File: config.mk
export PLATFORM = sky130hd
export DESIGN_NAME = uart_efx
export DESIGN_NICKNAME = d
export VERILOG_FILES = /design/src/pkg/uart_efx_pkg.sv /design/src/design/uart_efx.sv
export VERILOG_INCLUDE_DIRS = /design/src /design/src/pkg
export SDC_FILE = /design/constraint.sdc
export NUM_CORES = 1
export LEC_CHECK = 0
export ABC_CLOCK_PERIOD_IN_PS = 7300
export BUFFER_PORTS_ARGS = -buffer_cell sky130_fd_sc_hd__buf_4
export CAP_MARGIN = 20
export CORE_MARGIN = 10
export CORE_UTILIZATION = 60
export DETAILED_ROUTE_END_ITERATION = 7
export PLACE_DENSITY = 0.79
export SYNTH_ARGS = -nofsm -noshare
export SYNTH_HDL_FRONTEND = slang
export SYNTH_SLANG_ARGS = --single-unit
File: constraint.sdc
create_clock -name i_core_clk -period 7.3 [get_ports i_core_clk]
set_input_delay 0.365 -clock i_core_clk [delete_from_list [all_inputs] [get_ports i_core_clk]]
set_output_delay 0.365 -clock i_core_clk [all_outputs]
set_load 0.01 [all_outputs]
File: src/pkg/uart_efx_cfg.svh
`ifndef UART_EFX_CFG_SVH
`define UART_EFX_CFG_SVH

// flow character register indices
`define CH_RESUME1 2'h0
`define CH_RESUME2 2'h1
`define CH_PAUSE1 2'h2
`define CH_PAUSE2 2'h3
`define CH_RESET 8'h00

// rx trigger levels and resume levels, by trigger select
`define TRIG_LVL_0 5'h01
`define TRIG_LVL_1 5'h04
`define TRIG_LVL_2 5'h08
`define TRIG_LVL_3 5'h0E
`define RES_LVL_0 5'h00
`define RES_LVL_1 5'h01
`define RES_LVL_2 5'h04
`define RES_LVL_3 5'h08

// pause sent this many character times after the trigger
`define FC_DELAY_CHARS 2

// infrared pulse width as a fraction of a bit time
`define IR_STD_NUM 3
`define IR_FAST_NUM 4
`define IR_FRAC_DEN 16

// word length compare masks
`define WLEN_MASK_5 8'h1F
`define WLEN_MASK_6 8'h3F
`define WLEN_MASK_7 8'h7F
`define WLEN_MASK_8 8'hFF

`endif

File: src/pkg/uart_efx_pkg.sv
package uart_efx_pkg;

	typedef struct packed {
		logic [7:0] data;
		logic parity;
		logic frm_err;
	} rx_char_s;

	typedef struct packed {
		logic [7:0] data;
		logic par_err;
		logic frm_err;
	} fifo_word_s;

	typedef enum logic [1:0] {
		MS_IDLE,
		MS_GOT_PAUSE,
		MS_GOT_RESUME
	} match_e;

	typedef enum logic [2:0] {
		TF_IDLE,
		TF_WAIT,
		TF_PAUSE1,
		TF_PAUSE2,
		TF_SENT,
		TF_RES1,
		TF_RES2
	} txfc_e;

endpackage

File: src/design/uart_efx.sv
// Behaviour
// compare one or two received chars
// pause match halts tx after current char
// pause match sets flag, irq if enabled
// resume match restarts tx, clears flag
// reset zeroes flow chars, software rewrites
// double mode needs two consecutive matches
// consumed flow chars never reach fifo
// auto pause two char times after trigger
// auto resume at one level below trigger
// special char pushed and flag set
// compare only word length bits
// normal multidrop when enabled, no special
// disabled: drop parity 0, tag parity 1
// software enables receiver on own address
// auto address drops data and mismatches
// matching address enables, pushed with tag
// later mismatching address disables, dropped
// ir standard mode pulse 3/16 bit
// ir fast mode pulse 1/4 bit
// sleep only when all conditions hold
// sleep stops oscillator output
// wake on rx start, thr write, modem
// resleep when cleared, modem read clears
// ir decoder: pulse gives zero bit
`include "uart_efx_cfg.svh"
`timescale 1ns/1ps
`default_nettype none

module uart_efx_fifo #(
	parameter int WIDTH = 10,
	parameter int DEPTH = 16
) (
	// clock and reset
	input wire logic i_core_clk,
	input wire logic i_resetn,
	input wire logic i_clk_en,
	// fill side
	input wire logic i_valid,
	output logic o_ready,
	input wire logic [WIDTH-1:0] i_data,
	// drain side
	output logic o_valid,
	input wire logic i_ready,
	output logic [WIDTH-1:0] o_data,
	output logic [$clog2(DEPTH+1)-1:0] o_count
);
	localparam int AW = $clog2(DEPTH);
	localparam int CW = $clog2(DEPTH+1);
	logic [WIDTH-1:0] mem_q [DEPTH];
	logic [AW-1:0] wr_q;
	logic [AW-1:0] rd_q;
	logic [CW-1:0] cnt_q;
	wire push = i_valid & o_ready & i_clk_en;
	wire pop = o_valid & i_ready & i_clk_en;
	wire [AW-1:0] last = AW'(DEPTH - 1);

	assign o_ready = (cnt_q != CW'(DEPTH));
	assign o_valid = (cnt_q != '0);
	assign o_data = mem_q[rd_q];
	assign o_count = cnt_q;

	always_ff @(posedge i_core_clk) begin
		if (push) begin
			mem_q[wr_q] <= i_data;
		end
	end

	always_ff @(posedge i_core_clk or negedge i_resetn) begin
		if (!i_resetn) begin
			wr_q <= '0;
			rd_q <= '0;
			cnt_q <= '0;
		end else begin
			if (push) begin
				wr_q <= (wr_q == last) ? '0 : wr_q + 1'b1;
			end
			if (pop) begin
				rd_q <= (rd_q == last) ? '0 : rd_q + 1'b1;
			end
			if (push && !pop) begin
				cnt_q <= cnt_q + 1'b1;
			end else if (pop && !push) begin
				cnt_q <= cnt_q - 1'b1;
			end
		end
	end
endmodule

module uart_efx #(
	parameter int OVERSAMPLE = 16,
	parameter int FIFO_DEPTH = 16
) (
	// clock and reset
	input wire logic i_core_clk,
	input wire logic i_resetn,
	input wire logic i_clk_en,
	// configuration
	input wire logic i_enh_access,
	input wire logic i_fc_rx_en,
	input wire logic i_fc_tx_en,
	input wire logic i_fc_double,
	input wire logic i_special_en,
	input wire logic i_multidrop,
	input wire logic i_ir_en,
	input wire logic i_ir_fast,
	input wire logic i_pause_irq_en,
	input wire logic [1:0] i_word_len,
	input wire logic [1:0] i_rx_trig,
	input wire logic [3:0] i_char_bits,
	// flow character registers
	input wire logic i_char_wr,
	input wire logic [1:0] i_char_sel,
	input wire logic [7:0] i_char_wdata,
	// receiver characters in
	input wire logic i_rx_valid,
	output logic o_rx_ready,
	input wire uart_efx_pkg::rx_char_s i_rx_char,
	input wire logic i_rx_en_sw,
	// receive fifo drain
	output logic o_rxf_valid,
	input wire logic i_rxf_ready,
	output uart_efx_pkg::fifo_word_s o_rxf_word,
	// status
	input wire logic i_isr_read,
	output logic o_flow_flag,
	output logic o_flow_irq,
	output logic o_lsr_pulse,
	output logic o_rx_enabled,
	// transmitter side
	output logic o_tx_hold,
	output logic o_fc_valid,
	input wire logic i_fc_ready,
	output logic [7:0] o_fc_char,
	input wire logic i_tx_serial,
	input wire logic i_tx_bit_start,
	// line pins
	output logic o_tx_pin,
	input wire logic i_rx_pin,
	output logic o_rx_serial,
	// sleep
	input wire logic i_int_pending,
	input wire logic i_sleep_en,
	input wire logic [3:0] i_modem_delta,
	input wire logic [3:0] i_modem_in,
	input wire logic i_rx_busy,
	input wire logic i_divisor_nonzero,
	input wire logic i_tx_fifo_empty,
	input wire logic i_thr_write,
	output logic o_sleep,
	output logic o_osc_run
);
	localparam int CW = $clog2(FIFO_DEPTH+1);
	localparam int DW = 16;
	localparam int PW = 5;
	localparam logic [PW-1:0] IR_STD =
		PW'(`IR_STD_NUM * OVERSAMPLE / `IR_FRAC_DEN);
	localparam logic [PW-1:0] IR_FAST =
		PW'(`IR_FAST_NUM * OVERSAMPLE / `IR_FRAC_DEN);
	localparam logic [PW-1:0] BIT_CLKS = PW'(OVERSAMPLE);

	// flow character registers
	logic [7:0] chars_q [4];
	for (genvar g = 0; g < 4; g++) begin : g_chars
		always_ff @(posedge i_core_clk or negedge i_resetn) begin
			if (!i_resetn) begin
				chars_q[g] <= `CH_RESET;
			end else if (i_clk_en && i_char_wr && i_char_sel == 2'(g)) begin
				chars_q[g] <= i_char_wdata;
			end
		end
	end

	// character compare
	uart_efx_pkg::match_e ms_q;
	uart_efx_pkg::match_e ms_d;
	uart_efx_pkg::rx_char_s held_q;
	uart_efx_pkg::rx_char_s replay_c_q;
	logic replay_q;
	logic rx_en_q;
	logic flag_q;
	logic paused_q;
	logic lsr_q;
	wire uart_efx_pkg::rx_char_s cur = replay_q ? replay_c_q : i_rx_char;
	wire fifo_ready;
	wire take = i_clk_en & (replay_q | (i_rx_valid & o_rx_ready));
	wire [7:0] mask = (i_word_len == 2'h0) ? `WLEN_MASK_5 :
		(i_word_len == 2'h1) ? `WLEN_MASK_6 :
		(i_word_len == 2'h2) ? `WLEN_MASK_7 : `WLEN_MASK_8;
	wire [7:0] cm = cur.data & mask;
	wire eq_p1 = cm == (chars_q[`CH_PAUSE1] & mask);
	wire eq_p2 = cm == (chars_q[`CH_PAUSE2] & mask);
	wire eq_r1 = cm == (chars_q[`CH_RESUME1] & mask);
	wire eq_r2 = cm == (chars_q[`CH_RESUME2] & mask);
	wire md_on = i_multidrop & i_enh_access;
	wire md_norm = md_on & !i_special_en;
	wire md_auto = md_on & i_special_en;
	wire fc_on = i_fc_rx_en & !md_on;
	wire in_pair = i_fc_double & (ms_q != uart_efx_pkg::MS_IDLE);
	wire pair_ok = (ms_q == uart_efx_pkg::MS_GOT_PAUSE) ? eq_p2 : eq_r2;
	// single mode acts at once, double mode needs the second
	wire do_pause = fc_on &
		(i_fc_double ? (ms_q == uart_efx_pkg::MS_GOT_PAUSE && eq_p2) : eq_p1);
	wire do_resume = fc_on &
		(i_fc_double ? (ms_q == uart_efx_pkg::MS_GOT_RESUME && eq_r2) : eq_r1);
	wire first_hit = fc_on & i_fc_double & !in_pair & (eq_p1 | eq_r1);
	wire broke = fc_on & in_pair & !pair_ok;
	wire special = i_special_en & !md_on & eq_p2 & !do_pause & !first_hit;
	wire addr_ok = md_auto & cur.parity & eq_p2;
	wire addr_bad = md_auto & cur.parity & !eq_p2;
	wire rx_live = md_auto ? rx_en_q : i_rx_en_sw;

	// push decision
	logic push_cur;
	always_comb begin
		push_cur = 1'b1;
		if (md_norm) begin
			push_cur = cur.parity | i_rx_en_sw;
		end else if (md_auto) begin
			push_cur = addr_ok | (!cur.parity & rx_en_q);
		end else if (do_pause || do_resume || first_hit || broke) begin
			push_cur = 1'b0;
		end
	end

	always_comb begin
		ms_d = ms_q;
		if (!fc_on || !i_fc_double || do_pause || do_resume || broke) begin
			ms_d = uart_efx_pkg::MS_IDLE;
		end else if (first_hit) begin
			ms_d = eq_p1 ? uart_efx_pkg::MS_GOT_PAUSE :
				uart_efx_pkg::MS_GOT_RESUME;
		end
	end

	wire uart_efx_pkg::rx_char_s push_c = broke ? held_q : cur;
	wire push = take & (push_cur | broke);
	wire uart_efx_pkg::fifo_word_s push_w = '{data: push_c.data,
		par_err: md_on ? push_c.parity : 1'b0, frm_err: push_c.frm_err};
	wire [CW-1:0] rx_count;

	assign o_rx_ready = fifo_ready & !replay_q;

	uart_efx_fifo #(
		.WIDTH($bits(uart_efx_pkg::fifo_word_s)),
		.DEPTH(FIFO_DEPTH)
	) u_rx_fifo (
		.i_core_clk(i_core_clk),
		.i_resetn(i_resetn),
		.i_clk_en(i_clk_en),
		.i_valid(push),
		.o_ready(fifo_ready),
		.i_data(push_w),
		.o_valid(o_rxf_valid),
		.i_ready(i_rxf_ready),
		.o_data(o_rxf_word),
		.o_count(rx_count)
	);

	always_ff @(posedge i_core_clk or negedge i_resetn) begin
		if (!i_resetn) begin
			ms_q <= uart_efx_pkg::MS_IDLE;
			held_q <= '0;
			replay_c_q <= '0;
			replay_q <= 1'b0;
			rx_en_q <= 1'b0;
			paused_q <= 1'b0;
			flag_q <= 1'b0;
			lsr_q <= 1'b0;
		end else if (i_clk_en) begin
			lsr_q <= 1'b0;
			replay_q <= take & broke; // mismatch pair: recheck current
			if (take) begin
				ms_q <= ms_d;
				replay_c_q <= cur;
				if (first_hit) begin
					held_q <= cur;
				end
				if (addr_ok) begin
					rx_en_q <= 1'b1;
				end else if (addr_bad) begin
					rx_en_q <= 1'b0;
				end
				lsr_q <= md_on & cur.parity & push_cur & !broke;
				if (do_pause) begin
					paused_q <= 1'b1;
				end else if (do_resume) begin
					paused_q <= 1'b0;
				end
			end
			if (take && (do_pause || special)) begin
				flag_q <= 1'b1;
			end else if ((take && do_resume) || i_isr_read) begin
				flag_q <= 1'b0;
			end
		end
	end

	assign o_tx_hold = paused_q;
	assign o_flow_flag = flag_q;
	assign o_flow_irq = flag_q & i_pause_irq_en;
	assign o_lsr_pulse = lsr_q;
	assign o_rx_enabled = rx_live;

	// automatic pause and resume transmission
	uart_efx_pkg::txfc_e tf_q;
	logic [DW-1:0] dly_q;
	wire [CW-1:0] trig_lvl = CW'((i_rx_trig == 2'h0) ? `TRIG_LVL_0 :
		(i_rx_trig == 2'h1) ? `TRIG_LVL_1 :
		(i_rx_trig == 2'h2) ? `TRIG_LVL_2 : `TRIG_LVL_3);
	wire [CW-1:0] res_lvl = CW'((i_rx_trig == 2'h0) ? `RES_LVL_0 :
		(i_rx_trig == 2'h1) ? `RES_LVL_1 :
		(i_rx_trig == 2'h2) ? `RES_LVL_2 : `RES_LVL_3);
	wire [DW-1:0] two_chars = DW'(`FC_DELAY_CHARS * OVERSAMPLE) *
		DW'(i_char_bits);
	wire over = rx_count >= trig_lvl;
	wire under = rx_count <= res_lvl;
	wire fc_take = o_fc_valid & i_fc_ready & i_clk_en;
	wire tf_pause = (tf_q == uart_efx_pkg::TF_PAUSE1) ||
		(tf_q == uart_efx_pkg::TF_PAUSE2);

	assign o_fc_valid = tf_pause || (tf_q == uart_efx_pkg::TF_RES1) ||
		(tf_q == uart_efx_pkg::TF_RES2);
	assign o_fc_char = (tf_q == uart_efx_pkg::TF_PAUSE1) ?
		chars_q[`CH_PAUSE1] : (tf_q == uart_efx_pkg::TF_PAUSE2) ?
		chars_q[`CH_PAUSE2] : (tf_q == uart_efx_pkg::TF_RES1) ?
		chars_q[`CH_RESUME1] : chars_q[`CH_RESUME2];

	always_ff @(posedge i_core_clk or negedge i_resetn) begin
		if (!i_resetn) begin
			tf_q <= uart_efx_pkg::TF_IDLE;
			dly_q <= '0;
		end else if (i_clk_en) begin
			case (tf_q)
				uart_efx_pkg::TF_IDLE: begin
					dly_q <= two_chars;
					if (i_fc_tx_en && over) begin
						tf_q <= uart_efx_pkg::TF_WAIT;
					end
				end
				uart_efx_pkg::TF_WAIT: begin
					dly_q <= dly_q - 1'b1;
					if (!over) begin
						tf_q <= uart_efx_pkg::TF_IDLE;
					end else if (dly_q <= DW'(1)) begin
						tf_q <= uart_efx_pkg::TF_PAUSE1;
					end
				end
				uart_efx_pkg::TF_PAUSE1: begin
					if (fc_take) begin
						tf_q <= i_fc_double ? uart_efx_pkg::TF_PAUSE2 :
							uart_efx_pkg::TF_SENT;
					end
				end
				uart_efx_pkg::TF_PAUSE2: begin
					if (fc_take) begin
						tf_q <= uart_efx_pkg::TF_SENT;
					end
				end
				uart_efx_pkg::TF_SENT: begin
					if (under) begin
						tf_q <= uart_efx_pkg::TF_RES1;
					end
				end
				uart_efx_pkg::TF_RES1: begin
					if (fc_take) begin
						tf_q <= i_fc_double ? uart_efx_pkg::TF_RES2 :
							uart_efx_pkg::TF_IDLE;
					end
				end
				uart_efx_pkg::TF_RES2: begin
					if (fc_take) begin
						tf_q <= uart_efx_pkg::TF_IDLE;
					end
				end
				default: begin
					tf_q <= uart_efx_pkg::TF_IDLE;
				end
			endcase
		end
	end

	// infrared encoder and decoder, pin synchronisers
	logic rx_s1_q;
	logic rx_s2_q;
	logic rx_s3_q;
	logic [3:0] md_s1_q;
	logic [3:0] md_s2_q;
	logic [3:0] md_s3_q;
	logic [PW-1:0] enc_q;
	logic [PW-1:0] dec_q;
	logic tx_pin_q;
	logic ser_q;
	logic ser_prev_q;
	logic sleep_q;
	wire ir_zero = i_ir_en & i_tx_bit_start & !i_tx_serial;
	wire [PW-1:0] ir_w = (i_ir_fast & i_enh_access) ? IR_FAST : IR_STD;
	wire [PW-1:0] enc_d = ir_zero ? ir_w :
		(enc_q != '0) ? enc_q - 1'b1 : '0;
	wire ir_rise = i_ir_en & rx_s2_q & !rx_s3_q;
	wire [PW-1:0] dec_d = ir_rise ? BIT_CLKS :
		(dec_q != '0) ? dec_q - 1'b1 : '0;
	wire ser_d = i_ir_en ? (dec_d == '0) : rx_s2_q;

	always_ff @(posedge i_core_clk or negedge i_resetn) begin
		if (!i_resetn) begin
			rx_s1_q <= 1'b1;
			rx_s2_q <= 1'b1;
			rx_s3_q <= 1'b1;
			md_s1_q <= '0;
			md_s2_q <= '0;
			md_s3_q <= '0;
			enc_q <= '0;
			dec_q <= '0;
			tx_pin_q <= 1'b1;
			ser_q <= 1'b1;
			ser_prev_q <= 1'b1;
		end else if (i_clk_en) begin
			rx_s1_q <= i_rx_pin;
			rx_s2_q <= rx_s1_q;
			rx_s3_q <= rx_s2_q;
			md_s1_q <= i_modem_in;
			md_s2_q <= md_s1_q;
			md_s3_q <= md_s2_q;
			enc_q <= enc_d;
			dec_q <= dec_d;
			tx_pin_q <= i_ir_en ? (enc_d != '0) : i_tx_serial;
			ser_q <= ser_d;
			ser_prev_q <= ser_q;
		end
	end

	assign o_tx_pin = tx_pin_q;
	assign o_rx_serial = ser_q;

	// sleep control
	wire wake = (ser_prev_q & !ser_q) | i_thr_write |
		(md_s2_q != md_s3_q);
	wire may_sleep = !i_int_pending & i_sleep_en & (i_modem_delta == 4'h0) &
		ser_q & !i_rx_busy & i_divisor_nonzero & i_tx_fifo_empty &
		(rx_count == '0);

	always_ff @(posedge i_core_clk or negedge i_resetn) begin
		if (!i_resetn) begin
			sleep_q <= 1'b0;
		end else if (i_clk_en) begin
			sleep_q <= !wake & may_sleep;
		end
	end

	assign o_sleep = sleep_q;
	assign o_osc_run = !sleep_q;

	// checks
	a_pause_stops_tx: assert property (@(posedge i_core_clk)
		disable iff (!i_resetn) (take && do_pause) |=> o_tx_hold)
		else $error("pause match did not hold transmitter");
	a_resume_clears: assert property (@(posedge i_core_clk)
		disable iff (!i_resetn) (take && do_resume && !do_pause && !special)
		|=> !o_tx_hold && !o_flow_flag)
		else $error("resume match did not release transmitter");
	a_flow_not_stored: assert property (@(posedge i_core_clk)
		disable iff (!i_resetn) (take && !md_on && (do_pause || do_resume))
		|-> !push)
		else $error("flow character entered receive fifo");
	a_irq_gated: assert property (@(posedge i_core_clk)
		disable iff (!i_resetn) o_flow_irq |-> (o_flow_flag && i_pause_irq_en))
		else $error("flow irq without enable");
	a_addr_disable: assert property (@(posedge i_core_clk)
		disable iff (!i_resetn) (take && addr_bad) |=> !o_rx_enabled || !md_auto)
		else $error("mismatching address left receiver on");
	a_addr_enable: assert property (@(posedge i_core_clk)
		disable iff (!i_resetn) (take && addr_ok) |-> push ##1 o_lsr_pulse)
		else $error("matching address not stored");
	a_ir_std_pulse: assert property (@(posedge i_core_clk)
		disable iff (!i_resetn || !i_clk_en)
		(ir_zero && !(i_ir_fast && i_enh_access) && OVERSAMPLE == 16)
		|=> o_tx_pin [*3] ##1 !o_tx_pin)
		else $error("ir standard pulse width wrong");
	a_sleep_conds: assert property (@(posedge i_core_clk)
		disable iff (!i_resetn) $rose(o_sleep) |-> $past(i_sleep_en)
		&& $past(i_tx_fifo_empty) && !$past(i_int_pending))
		else $error("sleep entered with conditions unmet");
	a_wake_on_write: assert property (@(posedge i_core_clk)
		disable iff (!i_resetn) (i_clk_en && i_thr_write) |=> !o_sleep)
		else $error("thr write did not wake");
	a_osc_stops: assert property (@(posedge i_core_clk)
		disable iff (!i_resetn) o_sleep |-> !o_osc_run)
		else $error("oscillator runs during sleep");
endmodule

`default_nettype wire

-- After elaboration in Yosys (flattened, before gate mapping)
Memory sizes are Yosys's and may differ from the RTL's.
Index checks and enable logic that the tools add are counted.
- add/sub/neg operators: 7
- reduce and logical (&&, ||, !) cells: 71
- multiplexer cells: 57
- equal/unequal tests: 30
- $lt $le $gt $ge: 3
- bitwise logic cells: 61
- operators with widths (cell ; count):
    1-bit AND ; 49
    8-bit 2-to-1 mux ; 6
    8-bit AND ; 5
    3-bit 2-to-1 mux ; 12
    8-bit == test ; 4
    16-bit case mux with 2 select lines ; 1
    5-bit 2-to-1 mux ; 6
    4-bit 2-to-1 mux ; 7
    1-bit zero test ; 21
    3-bit case mux with 7 select lines ; 1
    10-bit 2-to-1 mux ; 2
    5-bit nonzero test ; 4
    1-bit 2-to-1 mux ; 19
    16-bit by 1-bit <= comparator with 1-bit output, second input constant ; 1
    16-bit by 1-bit subtractor with 16-bit output, second input constant ; 1
    5-bit by 1-bit subtractor with 5-bit output, second input constant ; 3
    2-bit nonzero test ; 7
    1-bit logical AND ; 12
    1-bit logical OR ; 12
    2-bit != test, second input constant ; 6
    3-bit AND reduction ; 4
    2-bit == test, second input constant ; 5
    5-bit zero test ; 2
    3-bit == test, second input constant ; 3
    other kinds (18) ; 36
- RAM bits: 160
- memories kept: 1
- output and inout port bits: 30
- logic and storage cells: 263
- input port bits: 63
- flip-flop bits (word level): 120
- memory list (memory ; words ; width ; rd ports ; clocked after memory_dff ; write ports ; line ; text):
    u_rx_fifo.mem_q ; 16 ; 10 ; 1 ; 0 ; 1 ; uart_efx.sv:50 ; logic [WIDTH-1:0] mem_q [DEPTH];

-- Logic depth before layout (Yosys ltp)
Gate-level depths: netlist (run 1).
- depth in word-level cells: 23
- gate-level depth with buffers: 17
- depth with buffers taken out: 14

-- By module
From an unflattened synthesis (run 1), not the netlist that was laid out.
- cell total of the unflattened synthesis: 944
- area total of the unflattened synthesis: 12944.9 um2
- by module, submodules not included (module ; cells an instance ; seq. area each (um2) ; area each (um2) ; times used):
    uart_efx_fifo ; 351 ; 5129.9 ; 6887.9 ; 1
    uart_efx ; 593 ; 2633.8 ; 6057.1 ; 1

-- Worst setup path before layout (run 1)
Ideal clock, no wire load.
- kind: reg-to-reg
- start: reg replay_q
- end: reg u_rx_fifo.cnt_q[4], in the netlist u_rx_fifo.o_count[4]
- arrival: 3450 ps
- required time: 7173 ps
- setup time: 127 ps
- buffers on the path: 3
- stages on the path, launching flop included: 18
- setup slack: 3723 ps
- period minus slack after synthesis: 3577 ps
- path through: dfrtp_1 > buf_6 > buf_6 > mux2i_4 > xnor2_1 > a211oi_1 > o211ai_2 > mux2i_1 > nor3_1 > clkbuf_1 > ha_1 > inv_1 > fa_1 > a21o_1 > a21oi_1 > xnor2_1 > nor2_1 > xor2_1
- longest elaborated chain between the ends: 19
- elaborated cells on any way between the ends: 43
- those cells by class: eq/ne: 4; mux: 8; bitwise: 19; reduce/logical: 12
- RTL lines (element ; line ; text):
    start: declaration ; uart_efx.sv:179 ; logic replay_q;
    start signal: assignment ; uart_efx.sv:272 ; replay_q <= take & broke;
    10-bit 2-to-1 mux ; uart_efx.sv:184 ; wire uart_efx_pkg::rx_char_s cur = replay_q ? replay_c_q : i_rx_char;
    8-bit AND ; uart_efx.sv:190 ; wire [7:0] cm = cur.data & mask;
    8-bit == test, on equally long branches ; uart_efx.sv:192, uart_efx.sv:194 ;
    1-bit logical AND, on equally long branches ; uart_efx.sv:203, uart_efx.sv:205 ;
    1-bit 2-to-1 mux, on equally long branches ; uart_efx.sv:203, uart_efx.sv:205 ;
    1-bit AND, on equally long branches ; uart_efx.sv:202, uart_efx.sv:204 ;
    1-bit logical OR (3 in a row) ; uart_efx.sv:221 ; end else if (do_pause || do_resume || first_hit || broke) begin
    1-bit 2-to-1 mux ; uart_efx.sv:221 ;
    1-bit 2-to-1 mux ; uart_efx.sv:219 ; end else if (md_auto) begin
    1-bit 2-to-1 mux ; uart_efx.sv:217 ; if (md_norm) begin
    1-bit OR ; uart_efx.sv:237 ; wire push = take & (push_cur | broke);
    1-bit AND (*) ; uart_efx.sv:237 ;
    1-bit AND (*) (2 in a row) ; uart_efx.sv:54 ; wire push = i_valid & o_ready & i_clk_en;
    via u_rx_fifo.push ; uart_efx.sv:54 ;
    1-bit zero test ; uart_efx.sv:83 ; end else if (pop && !push) begin
    1-bit logical AND ; uart_efx.sv:83 ;
    2-bit nonzero test (no source line) ; n/a ;
    end signal: assignment ; uart_efx.sv:82 ; cnt_q <= cnt_q + 1'b1;
    end signal: assignment ; uart_efx.sv:84 ; cnt_q <= cnt_q - 1'b1;
    end: declaration ; uart_efx.sv:53 ; logic [CW-1:0] cnt_q;
Mark *: on every way through the listed nets, which the timed path passes. The rest lies on a longest branch.
A chain may end at the register's enable or synchronous reset.

-- Worst setup path in the final report (run 1)
- start: reg replay_q
- end: reg u_rx_fifo.cnt_q[4], in the netlist u_rx_fifo.o_count[4]
- longest elaborated chain between the ends: 19
- elaborated cells on any way between the ends: 43
- those cells by class: eq/ne: 4; mux: 8; bitwise: 19; reduce/logical: 12
- RTL lines (element ; line):
    10-bit 2-to-1 mux ; uart_efx.sv:184
    8-bit AND ; uart_efx.sv:190
    8-bit == test, on equally long branches ; uart_efx.sv:192, uart_efx.sv:194
    1-bit logical AND, on equally long branches ; uart_efx.sv:203, uart_efx.sv:205
    1-bit 2-to-1 mux, on equally long branches ; uart_efx.sv:203, uart_efx.sv:205
    1-bit AND, on equally long branches ; uart_efx.sv:202, uart_efx.sv:204
    1-bit logical OR (3 in a row) ; uart_efx.sv:221
    1-bit 2-to-1 mux ; uart_efx.sv:221
    1-bit 2-to-1 mux ; uart_efx.sv:219
    1-bit 2-to-1 mux ; uart_efx.sv:217
    1-bit OR ; uart_efx.sv:237
    1-bit AND (*) ; uart_efx.sv:237
    1-bit AND (*) (2 in a row) ; uart_efx.sv:54
    1-bit zero test ; uart_efx.sv:83
    1-bit logical AND ; uart_efx.sv:83
    2-bit nonzero test (no source line) ; n/a
Every way passes the cells marked *; elsewhere a longest branch is shown, timed or not.

==> results of run 1 <==
## logic make-up (layout without fill, tap and decap cells)
family,after synthesis,in the layout,synth area share
flops,278,278,0.592
mux,145,145,0.143
buf+inv,77,188,0.0242
fa+ha+maj,22,22,0.0216
simple gates,207,207,0.0780
compound gates,215,215,0.109
xor+xnor,49,49,0.0327
## cell usage after synthesis, types with 21 or more instances
| cell | count | area (um2) |
|---|---|---|
| a21oi_1 | 58 | 290 |
| nor2_1 | 33 | 124 |
| o21ai_0 | 56 | 280 |
| ha_1 | 21 | 263 |
| edfxtp_1 | 160 | 4800 |
| mux2i_1 | 53 | 531 |
| nand2_1 | 74 | 278 |
| clkbuf_1 | 34 | 128 |
| mux2_2 | 64 | 721 |
| xnor2_1 | 36 | 315 |
| dfrtp_1 | 113 | 2830 |
| inv_1 | 33 | 124 |
## per-layer routing
metal / GRT usage / wire, um
met1: 0.246 / 12000
met2: 0.350 / 14600
met3: 0.0321 / 1570
met4: 0.0689 / 786
met5: 0 / 0
## cell type report
| class | instances | area, um2 |
|---|---|---|
| sequential | 278 | 7770 |
| fill | 1483 | 6720 |
| multi-input combinational | 638 | 5030 |
| timing repair buffer | 106 | 798 |
| clock buffer | 33 | 728 |
| tap | 280 | 350 |
| clock inverter | 16 | 169 |
| inverter | 33 | 124 |
## stage by stage
| step | hold slack (ps) | utilization |
|---|---|---|
| 2_1_floorplan | 69.4 | - |
| 6_report | 72.2 | 0.690 |
| 4_1_cts | 56.2 | 0.689 |
| 5_1_grt | 59.5 | 0.690 |
| 3_5_place_dp | 451 | 0.647 |
| 3_3_place_gp | 446 | 0.647 |
## registers in the layout, summed over array words and instances, names as in the netlist, 2 cells and up
signal             count
u_rx_fifo.mem_q      160
chars_q               32
dly_q                 16
replay_c_q            10
held_q                 9
dec_q                  5
enc_q                  5
u_rx_fifo.o_count      5
md_s1_q                4
md_s2_q                4
md_s3_q                4
u_rx_fifo.rd_q         4
u_rx_fifo.wr_q         4
tf_q                   3
ms_q                   2
## report_power, final
| part | internal [mW] | total [mW] | leakage (nW) | switching, mW |
|---|---|---|---|---|
| Sequential | 1.88 | 2.18 | 2.90 | 0.292 |
| Clock | 0.817 | 1.39 | 0.439 | 0.576 |
| Combinational | 0.764 | 1.58 | 2.49 | 0.814 |
| Total | 3.46 | 5.15 | 5.83 | 1.68 |
## final timing paths
| kind | start | to | slack [ps] | cells after the start |
|---|---|---|---|---|
| hold reg to reg | o_tx_pin | o_tx_pin | 480 | 2 |
| hold / removal | i_modem_in[1] | md_s1_q[1] | 70 | 2 |
| min in group asynchronous | i_resetn | dly_q[10] | 410 | 2 |
| setup / recovery | replay_q | u_rx_fifo.o_count[4] | 3280 | 16 |
| setup reg to reg | replay_q | u_rx_fifo.o_count[4] | 3280 | 16 |
| max in group asynchronous | i_resetn | replay_c_q[8] | 5620 | 3 |
## what timing repair did
item	CTS	global route
hold buffers	1	0
hold endpoints to repair	48	0
endpoints found under the setup margin	0	0
## critical path, stage by stage, from the launching register on
cell and delay, ps:
dfrtp_1 320, buf_4 330, mux2i_2 530, xnor2_1 110, a211oi_1 290, o211ai_2 210
mux2i_1 190, nor3_1 200, buf_4 240, ha_1 210, inv_1 110, fa_1 420
a21o_1 200, a21oi_1 180, xnor2_1 130, nor2_1 60, xor2_1 140
==> metrics.md, run 1 <==
| Metric | Value |
|---|---|
| Status | complete, no violations |
| Max-cap violations | 0 |
| Startpoint Class | flop |
| Sink Count | 278 |
| Setup tns final | 0 ps |
| Final WL | 28.9 mm |
| Root Buffer Master | clkbuf_16 |
| Critical path type | reg -> reg |
| Router iterations before antenna repair | 5 |
| Final Setup Violations | 0 |
| CTS tree | built |
| Avg Inst Size Synth | 13.2 um2 |
| Dominant synthesized flop cell | edfxtp_1 |
| Placed cell area | 0.0140 mm2 |
| Initial antenna violation count | 0 |
| Total GRT Usage | 0.200 |
| Fmax | 0.249 GHz |
| Final instance area | 0.0150 mm2 |
| Post-detail-place hpwl | 19.5 mm |
| Min Tclk post-route | 4020 ps |
| DRT antenna net count | 0 |
| CTS Buf Count | 27 |
| First-pass GRT wire length | 46.0 mm |
| CTS resizes | 0 |
| Slew Viols, Final | 0 |
| Layout Nets | 1169 |
| PD cells | 344 mW/mm2 |
| Worst Max-Slew Pin Slew | 1130 ps |
| Chip Width | 168 um |
| Full die area | 0.0282 mm2 |
| Required time worst endpoint | 7710 ps |
| Final Hold Viols | 0 |
| Overall die height | 168 um |
| Placer Congestion | 0.859 |
| Area growth from synthesis to layout | 14.2% |
| WL/cell | 20.9 um |
| ANT cells | 0 |
| FF+latch count, synth | 278 |
| Async set-reset flop share out of synthesis | 0.424 |
| Distinct cell type count after synthesis | 66 |
| CORE AREA | 0.0217 mm2 |
| Sequential share of the synthesized area | 0.592 |
| Post-synth EDFFs | 160 |
| Most common cell after layout, fill and taps aside | edfxtp_1 |
| Initial cell density of the core | 0.605 |
| Synthesis Warnings | 0 |
| Power, Total | 5.15 mW |
| Synthesized instance count | 993 |
| Vias in the first global route | 8540 |
| Static Leak | 5.83 nW |
| Row cnt | 54 |
| Vias after detailed routing | 8402 |
| Largest net degree at the start of global routing | 66 |
| Min-Delay Path Class | in -> reg |
| Most frequent cells in the layout | edfxtp_1, dfrtp_1, buf_4 |
| Fin crit share | 0.551 |
| Clk buf depth | 3 |
| Crit path arrival time | 4430 ps |
| Number of DRC markers in iteration 0 | 610 |
| Total grt overflow | 0 |
| Worst setup EP type | flop |
| Worst Skew | 6.19 ps |
| Final worst slack | 3280 ps |
| DP Cell Count | 1330 |
| Rel. slew slack | 0.225 |
| Mapped Nets | 1078 |
| Reg clk slew, reported paths | 60 ps |
| Pre-CTS setup slack | 3300 ps |
| IO Port Bufs | 92 |
| Mapped cell area | 0.0131 mm2 |
| Layout Cells excl Fill | 1384 |
| Crit path max fanout | 20 |
| Residual DRC | 0 |
| Clk Latency, worst-skew pair | 520 ps |
| Layout cells sized above 1 | 0.236 |
| VDD IR max | 202 uV |
| Via-to-Cell Ratio | 6.07 |
| I/O pin count | 93 |
| Post-CTS Setup Bufs | 0 |
| RSZ-0062 raised after global routing | no |
| # H-tree levels | 1 |
(Power assumes the default switching activity.)
==> inputs of run 2 (changes only) <==
- ABC_CLOCK_PERIOD_IN_PS: 7300 -> 3750
- clock period: 7.3 -> 3.75 ns (I/O delays scaled with it)
==> metrics.md, run 2 (same netlist as run 1, synthesis figures left out) <==
| Metric | Value |
|---|---|
| Status | complete, no violations |
| Slew Viols, Final | 0 |
| # H-tree levels | 1 |
| Residual DRC | 0 |
| Required time worst endpoint | 4160 ps |
| Initial antenna violation count | 0 |
| Via-to-Cell Ratio | 6.12 |
| Row cnt | 54 |
| Root Buffer Master | clkbuf_16 |
| Largest net degree at the start of global routing | 66 |
| Static Leak | 6.06 nW |
| Min-Delay Path Class | in -> reg |
| Worst Skew | 17.4 ps |
| Worst setup EP type | flop |
| Rel. slew slack | 0.332 |
| Most frequent cells in the layout | edfxtp_1, buf_4, dfrtp_1 |
| Number of DRC markers in iteration 0 | 664 |
| Layout Utilization | 0.712 |
| Max Used Layer | met4 |
| Worst r2r src | replay_q |
| Startpoint Class | flop |
| Layout Cells excl Fill | 1439 |
| First-pass GRT wire length | 47.8 mm |
| Final Hold Viols | 0 |
| Layout cells sized above 1 | 0.246 |
| Total GRT Usage | 0.206 |
| Overall die height | 168 um |
| Clk Latency, worst-skew pair | 540 ps |
| Clk buf depth | 3 |
| Hold path startpoint | i_isr_read |
| DP Cell Count | 1354 |
| Max reg flops | 160 |
| Min Tclk post-route | 3570 ps |
| Wire length on met2 | 15.0 mm |
| WL/cell | 20.7 um |
| Crit path arrival time | 3970 ps |
| Chip Width | 168 um |
| IO Port Bufs | 92 |
| Layout Nets | 1222 |
| Crit path max fanout | 8 |
| Setup tns final | 0 ps |
| Critical path startpoint | replay_q |
| Vias in the first global route | 9094 |
| Max-cap violations | 0 |
| Sink Count | 278 |
| Crit-path leading delay family | compound AO/OA/AOI/OAI gates |
| CTS Buf Count | 28 |
| Total grt overflow | 0 |
| I/O pin count | 93 |
| Slowest stage delay, CP | 420 ps |
| Filler Cell Count | 1413 |
| CP max-delay cell | fa_1 |
| ANT cells | 0 |
| Met3 wire length | 1.89 mm |
| Placer Congestion | 0.860 |
| Full die area | 0.0282 mm2 |
| Largest Register | u_rx_fifo.mem_q |
| Final Setup Violations | 0 |
| CP bufs+invs | 3 |
| Final worst slack | 183 ps |
| Largest registers | u_rx_fifo.mem_q x160, chars_q x32, dly_q x16 |
| Reg clk slew, reported paths | 60 ps |
| Initial cell density of the core | 0.605 |
| M1 WL | 12.0 mm |
| PD cells | 654 mW/mm2 |
| Worst Max-Slew Pin Slew | 1000 ps |
| CTS tree | built |
| DRT antenna net count | 0 |
| CORE AREA | 0.0217 mm2 |
| Vias after detailed routing | 8805 |
| Pre-CTS setup slack | 80.5 ps |
| Fmax | 0.280 GHz |
| Final WL | 29.8 mm |
| Critical path type | reg -> reg |
| RSZ-0062 raised after global routing | no |
| VDD IR max | 416 uV |
| CP cell instances | buf_12 > mux2i_4 > buf_4 > xnor2_1 > a21oi_1 > o211ai_1 > o31ai_1 > nor3_2 > ha_2 > inv_1 > fa_1 > a21o_1 > a21oi_1 > xnor2_1 > nor2_1 > xor2_1 |
| Most common cell after layout, fill and taps aside | edfxtp_1 |
| Area growth from synthesis to layout | 17.7% |
| Fin crit share | 0.951 |
| Router iterations before antenna repair | 5 |
| Power, Total | 10.1 mW |
| Post-detail-place hpwl | 20.1 mm |
[run 2: area by class of cell]
class                   count  area, um2  share of cell area
clock buffers              45        816              0.0528
clock inverters             7       58.8             0.00381
inverters                  33        124             0.00802
multi-input cells         638       5050               0.327
flip-flops and latches    278       7770               0.503
well taps                 280        350              0.0227
repair buffers            158       1270              0.0825
[run 2: path summary, 6_finish.rpt]
| path | endpoint | slack, ps | cells after the start |
|---|---|---|---|
| setup / recovery | u_rx_fifo.o_count[4] | 180 | 16 |
| hold / removal | o_flow_flag | 20 | 3 |
| setup reg to reg | u_rx_fifo.o_count[4] | 180 | 16 |
| hold reg to reg | o_tx_pin | 480 | 2 |
| max in group asynchronous | held_q[6] | 2710 | 3 |
| min in group asynchronous | dly_q[3] | 250 | 2 |
[run 2: per-stage QoR]
stage          instance area, um2  hold WS, ps
2_1_floorplan               13100         -108
3_3_place_gp                14200          279
3_5_place_dp                14200          283
4_1_cts                     15400         14.2
5_1_grt                     15400         20.5
6_report                    15400         20.2
[run 2: metal layers]
| metal | global-route usage | vias up |
|---|---|---|
| met2 | 0.358 | 355 |
| met3 | 0.0291 | 63 |
| met4 | 0.0715 | 0 |
| met5 | 0 | - |
| li1 | - | 4039 |
| met1 | 0.259 | 4348 |
[run 2: tightest hold or removal path: stages]
cell     delay (ps)
buf_4           110
nand2_1          60
a311o_1         160
[run 2: timing repair]
item	CTS	global route
hold endpoints to repair	95	0
resized for setup	1	3
buffers inserted	0	1
endpoints found under the setup margin	1	1
hold buffers	25	0
pin swaps	0	2
[run 2: power breakdown]
part           internal [mW]  switching (mW)  total, mW
Combinational           1.55            1.64       3.20
Clock                   1.55            1.11       2.66
Sequential              3.67           0.566       4.23
Total                   6.77            3.32       10.1
==> inputs of run 3 (changes only) <==
- CORE_ASPECT_RATIO: unset -> 0.75
==> metrics.md, run 3 (same netlist as run 1, synthesis figures left out) <==
| Metric | Value |
|---|---|
| Status | finished with violations |
| Violations in the final reports | negative hold slack |
| Slew Viols, Final | 0 |
| Clock power share | 0.279 |
| Startpoint Class | flop |
| Number of DRC markers in iteration 0 | 824 |
| Vias after detailed routing | 8869 |
| Crit path arrival time | 3980 ps |
| Min-Delay Path Class | in -> reg |
| Worst Max-Slew Pin Slew | 1090 ps |
| Worst Skew | 28.8 ps |
| Largest Register | u_rx_fifo.mem_q |
| ANT cells | 0 |
| PD cells | 669 mW/mm2 |
| Most common cell after layout, fill and taps aside | edfxtp_1 |
| Worst setup EP type | flop |
| Placed cell area | 0.0142 mm2 |
| Root Buffer Master | clkbuf_16 |
| Rel. slew slack | 0.271 |
| Power, Total | 10.4 mW |
| Cell Int Power | 6.97 mW |
| Combinational share of power | 0.320 |
| CTS Buf Count | 27 |
| R2R cell count | 16 |
| Reg-to-reg slack, setup | 160 ps |
| Initial cell density of the core | 0.616 |
| Layout Nets | 1225 |
| CTS tree | built |
| DRT antenna net count | 0 |
| Placer Congestion | 0.884 |
| R2r endpoint | u_rx_fifo.o_count[4] |
| Final WL | 30.7 mm |
| Residual DRC | 0 |
| Fin crit share | 0.957 |
| Worst r2r src | replay_q |
| CORE AREA | 0.0213 mm2 |
| Total grt overflow | 0 |
| Overall die height | 148 um |
| Switching Share | 0.331 |
| Final Hold Viols | 1 |
| WHS | -2.18 ps |
| Max-cap violations | 0 |
| First-pass GRT wire length | 48.7 mm |
| Min Tclk post-route | 3590 ps |
| Via-to-Cell Ratio | 6.12 |
| P_sw | 3.44 mW |
| Clk Latency, worst-skew pair | 540 ps |
| # H-tree levels | 1 |
| WL/cell | 21.2 um |
| Clk buf depth | 3 |
| IO Port Bufs | 92 |
| I/O pin count | 93 |
| Initial antenna violation count | 0 |
| Total GRT Usage | 0.215 |
| Final Setup Violations | 0 |
| Reg clk slew, reported paths | 70 ps |
| Fmax | 0.279 GHz |
| Critical path type | reg -> reg |
| Setup tns final | 0 ps |
| Crit path max fanout | 10 |
| Largest registers | u_rx_fifo.mem_q x160, chars_q x32, dly_q x16 |
| Max reg flops | 160 |
| Layout cells sized above 1 | 0.253 |
| Chip Width | 191 um |
| Sink Count | 278 |
| Critical path startpoint | replay_q |
| Crit path capture | u_rx_fifo.o_count[4] |
| VDD IR max | 432 uV |
| Area growth from synthesis to layout | 18.8% |
| Row cnt | 46 |
| Router iterations before antenna repair | 5 |
| Vias in the first global route | 8644 |
| Full die area | 0.0282 mm2 |
| Static Leak | 6.09 nW |
| Seq pwr share | 0.401 |
| Post-detail-place hpwl | 20.5 mm |
| Final instance area | 0.0156 mm2 |
| Largest net degree at the start of global routing | 55 |
| Most frequent cells in the layout | edfxtp_1, buf_4, dfrtp_1 |
| Required time worst endpoint | 4140 ps |
## run 3: cell count changes in the layout (fill, tap and decap cells not counted), sizes merged
cell | before | now
inv | 33 | 35
bufinv | 1 | 6
buf | 132 | 135
clkbuf | 46 | 28
clkinvlp | 0 | 8
dlygate4sd3 | 25 | 27
## run 3: worst min-delay path by stage
stage | from | endpoint | depth (start not counted)
4_1_cts | i_ir_en | o_tx_pin | 3
3_5_place_dp | i_resetn | chars_q[2] | 1
5_1_grt | i_rx_char[8] | held_q[8] | 3
3_3_place_gp | i_resetn | chars_q[2] | 1
2_1_floorplan | i_resetn | chars_q[0] | 0
6_report | i_rx_char[8] | held_q[8] | 3
## run 3: power by group through the flow
stage | clock (mW) | sequential, mW | combinational [mW]
detailed placement | 0 | 4.21 | 3.25
global placement | 0 | 4.20 | 3.17
CTS | 2.95 | 4.16 | 3.32
global route | 3.07 | 4.24 | 3.66
floorplan | 0 | 3.99 | 2.35
finish | 2.90 | 4.17 | 3.34
## run 3: worst max-delay path, cell delays in order, from the launching register on
cell       delay [ps]
dfrtp_1           370
buf_12            190
mux2i_4           370
buf_4             190
xnor2_1            90
a2111oi_4         390
nand3_2           200
a21oi_4           220
nor3_2             80
ha_1              220
inv_1             140
ha_1              290
a21o_1            170
a21oi_1           160
xnor2_1           140
nor2_1             70
xor2_1            150
## run 3: cell type report
cell class              count  area [um2]
well taps                 288         360
clock buffers              28         679
repair buffers            162        1300
inverters                  33         124
clock inverters            22         278
multi-input cells         638        5070
fillers                  1365        5720
flip-flops and latches    278        7770
## run 3: layer usage
metal  track usage  routed length (um)  vias up
met5             0                   0        -
met4        0.0440                 507        0
met3        0.0404                2220       43
met2         0.333               14400      345
met1         0.310               13600     4420
li1              -                   -     4061
## run 3: through the flow
stage                util  setup WS (ps)  instances
floorplan               -            173        993
global placement    0.668            154       1360
detailed placement  0.668           41.1       1361
CTS                 0.726           9.28       1438
global route        0.731          -9.11       1449
finish              0.731            160       1449
## run 3: what timing repair did
| item | 4_1_cts | 5_1_grt |
|---|---|---|
| hold buffers | 27 | 0 |
| setup buffers | 0 | 11 |
| gates resized for setup | 0 | 6 |
| endpoints found under the hold margin | 95 | 0 |
| setup endpoints to repair | 0 | 1 |
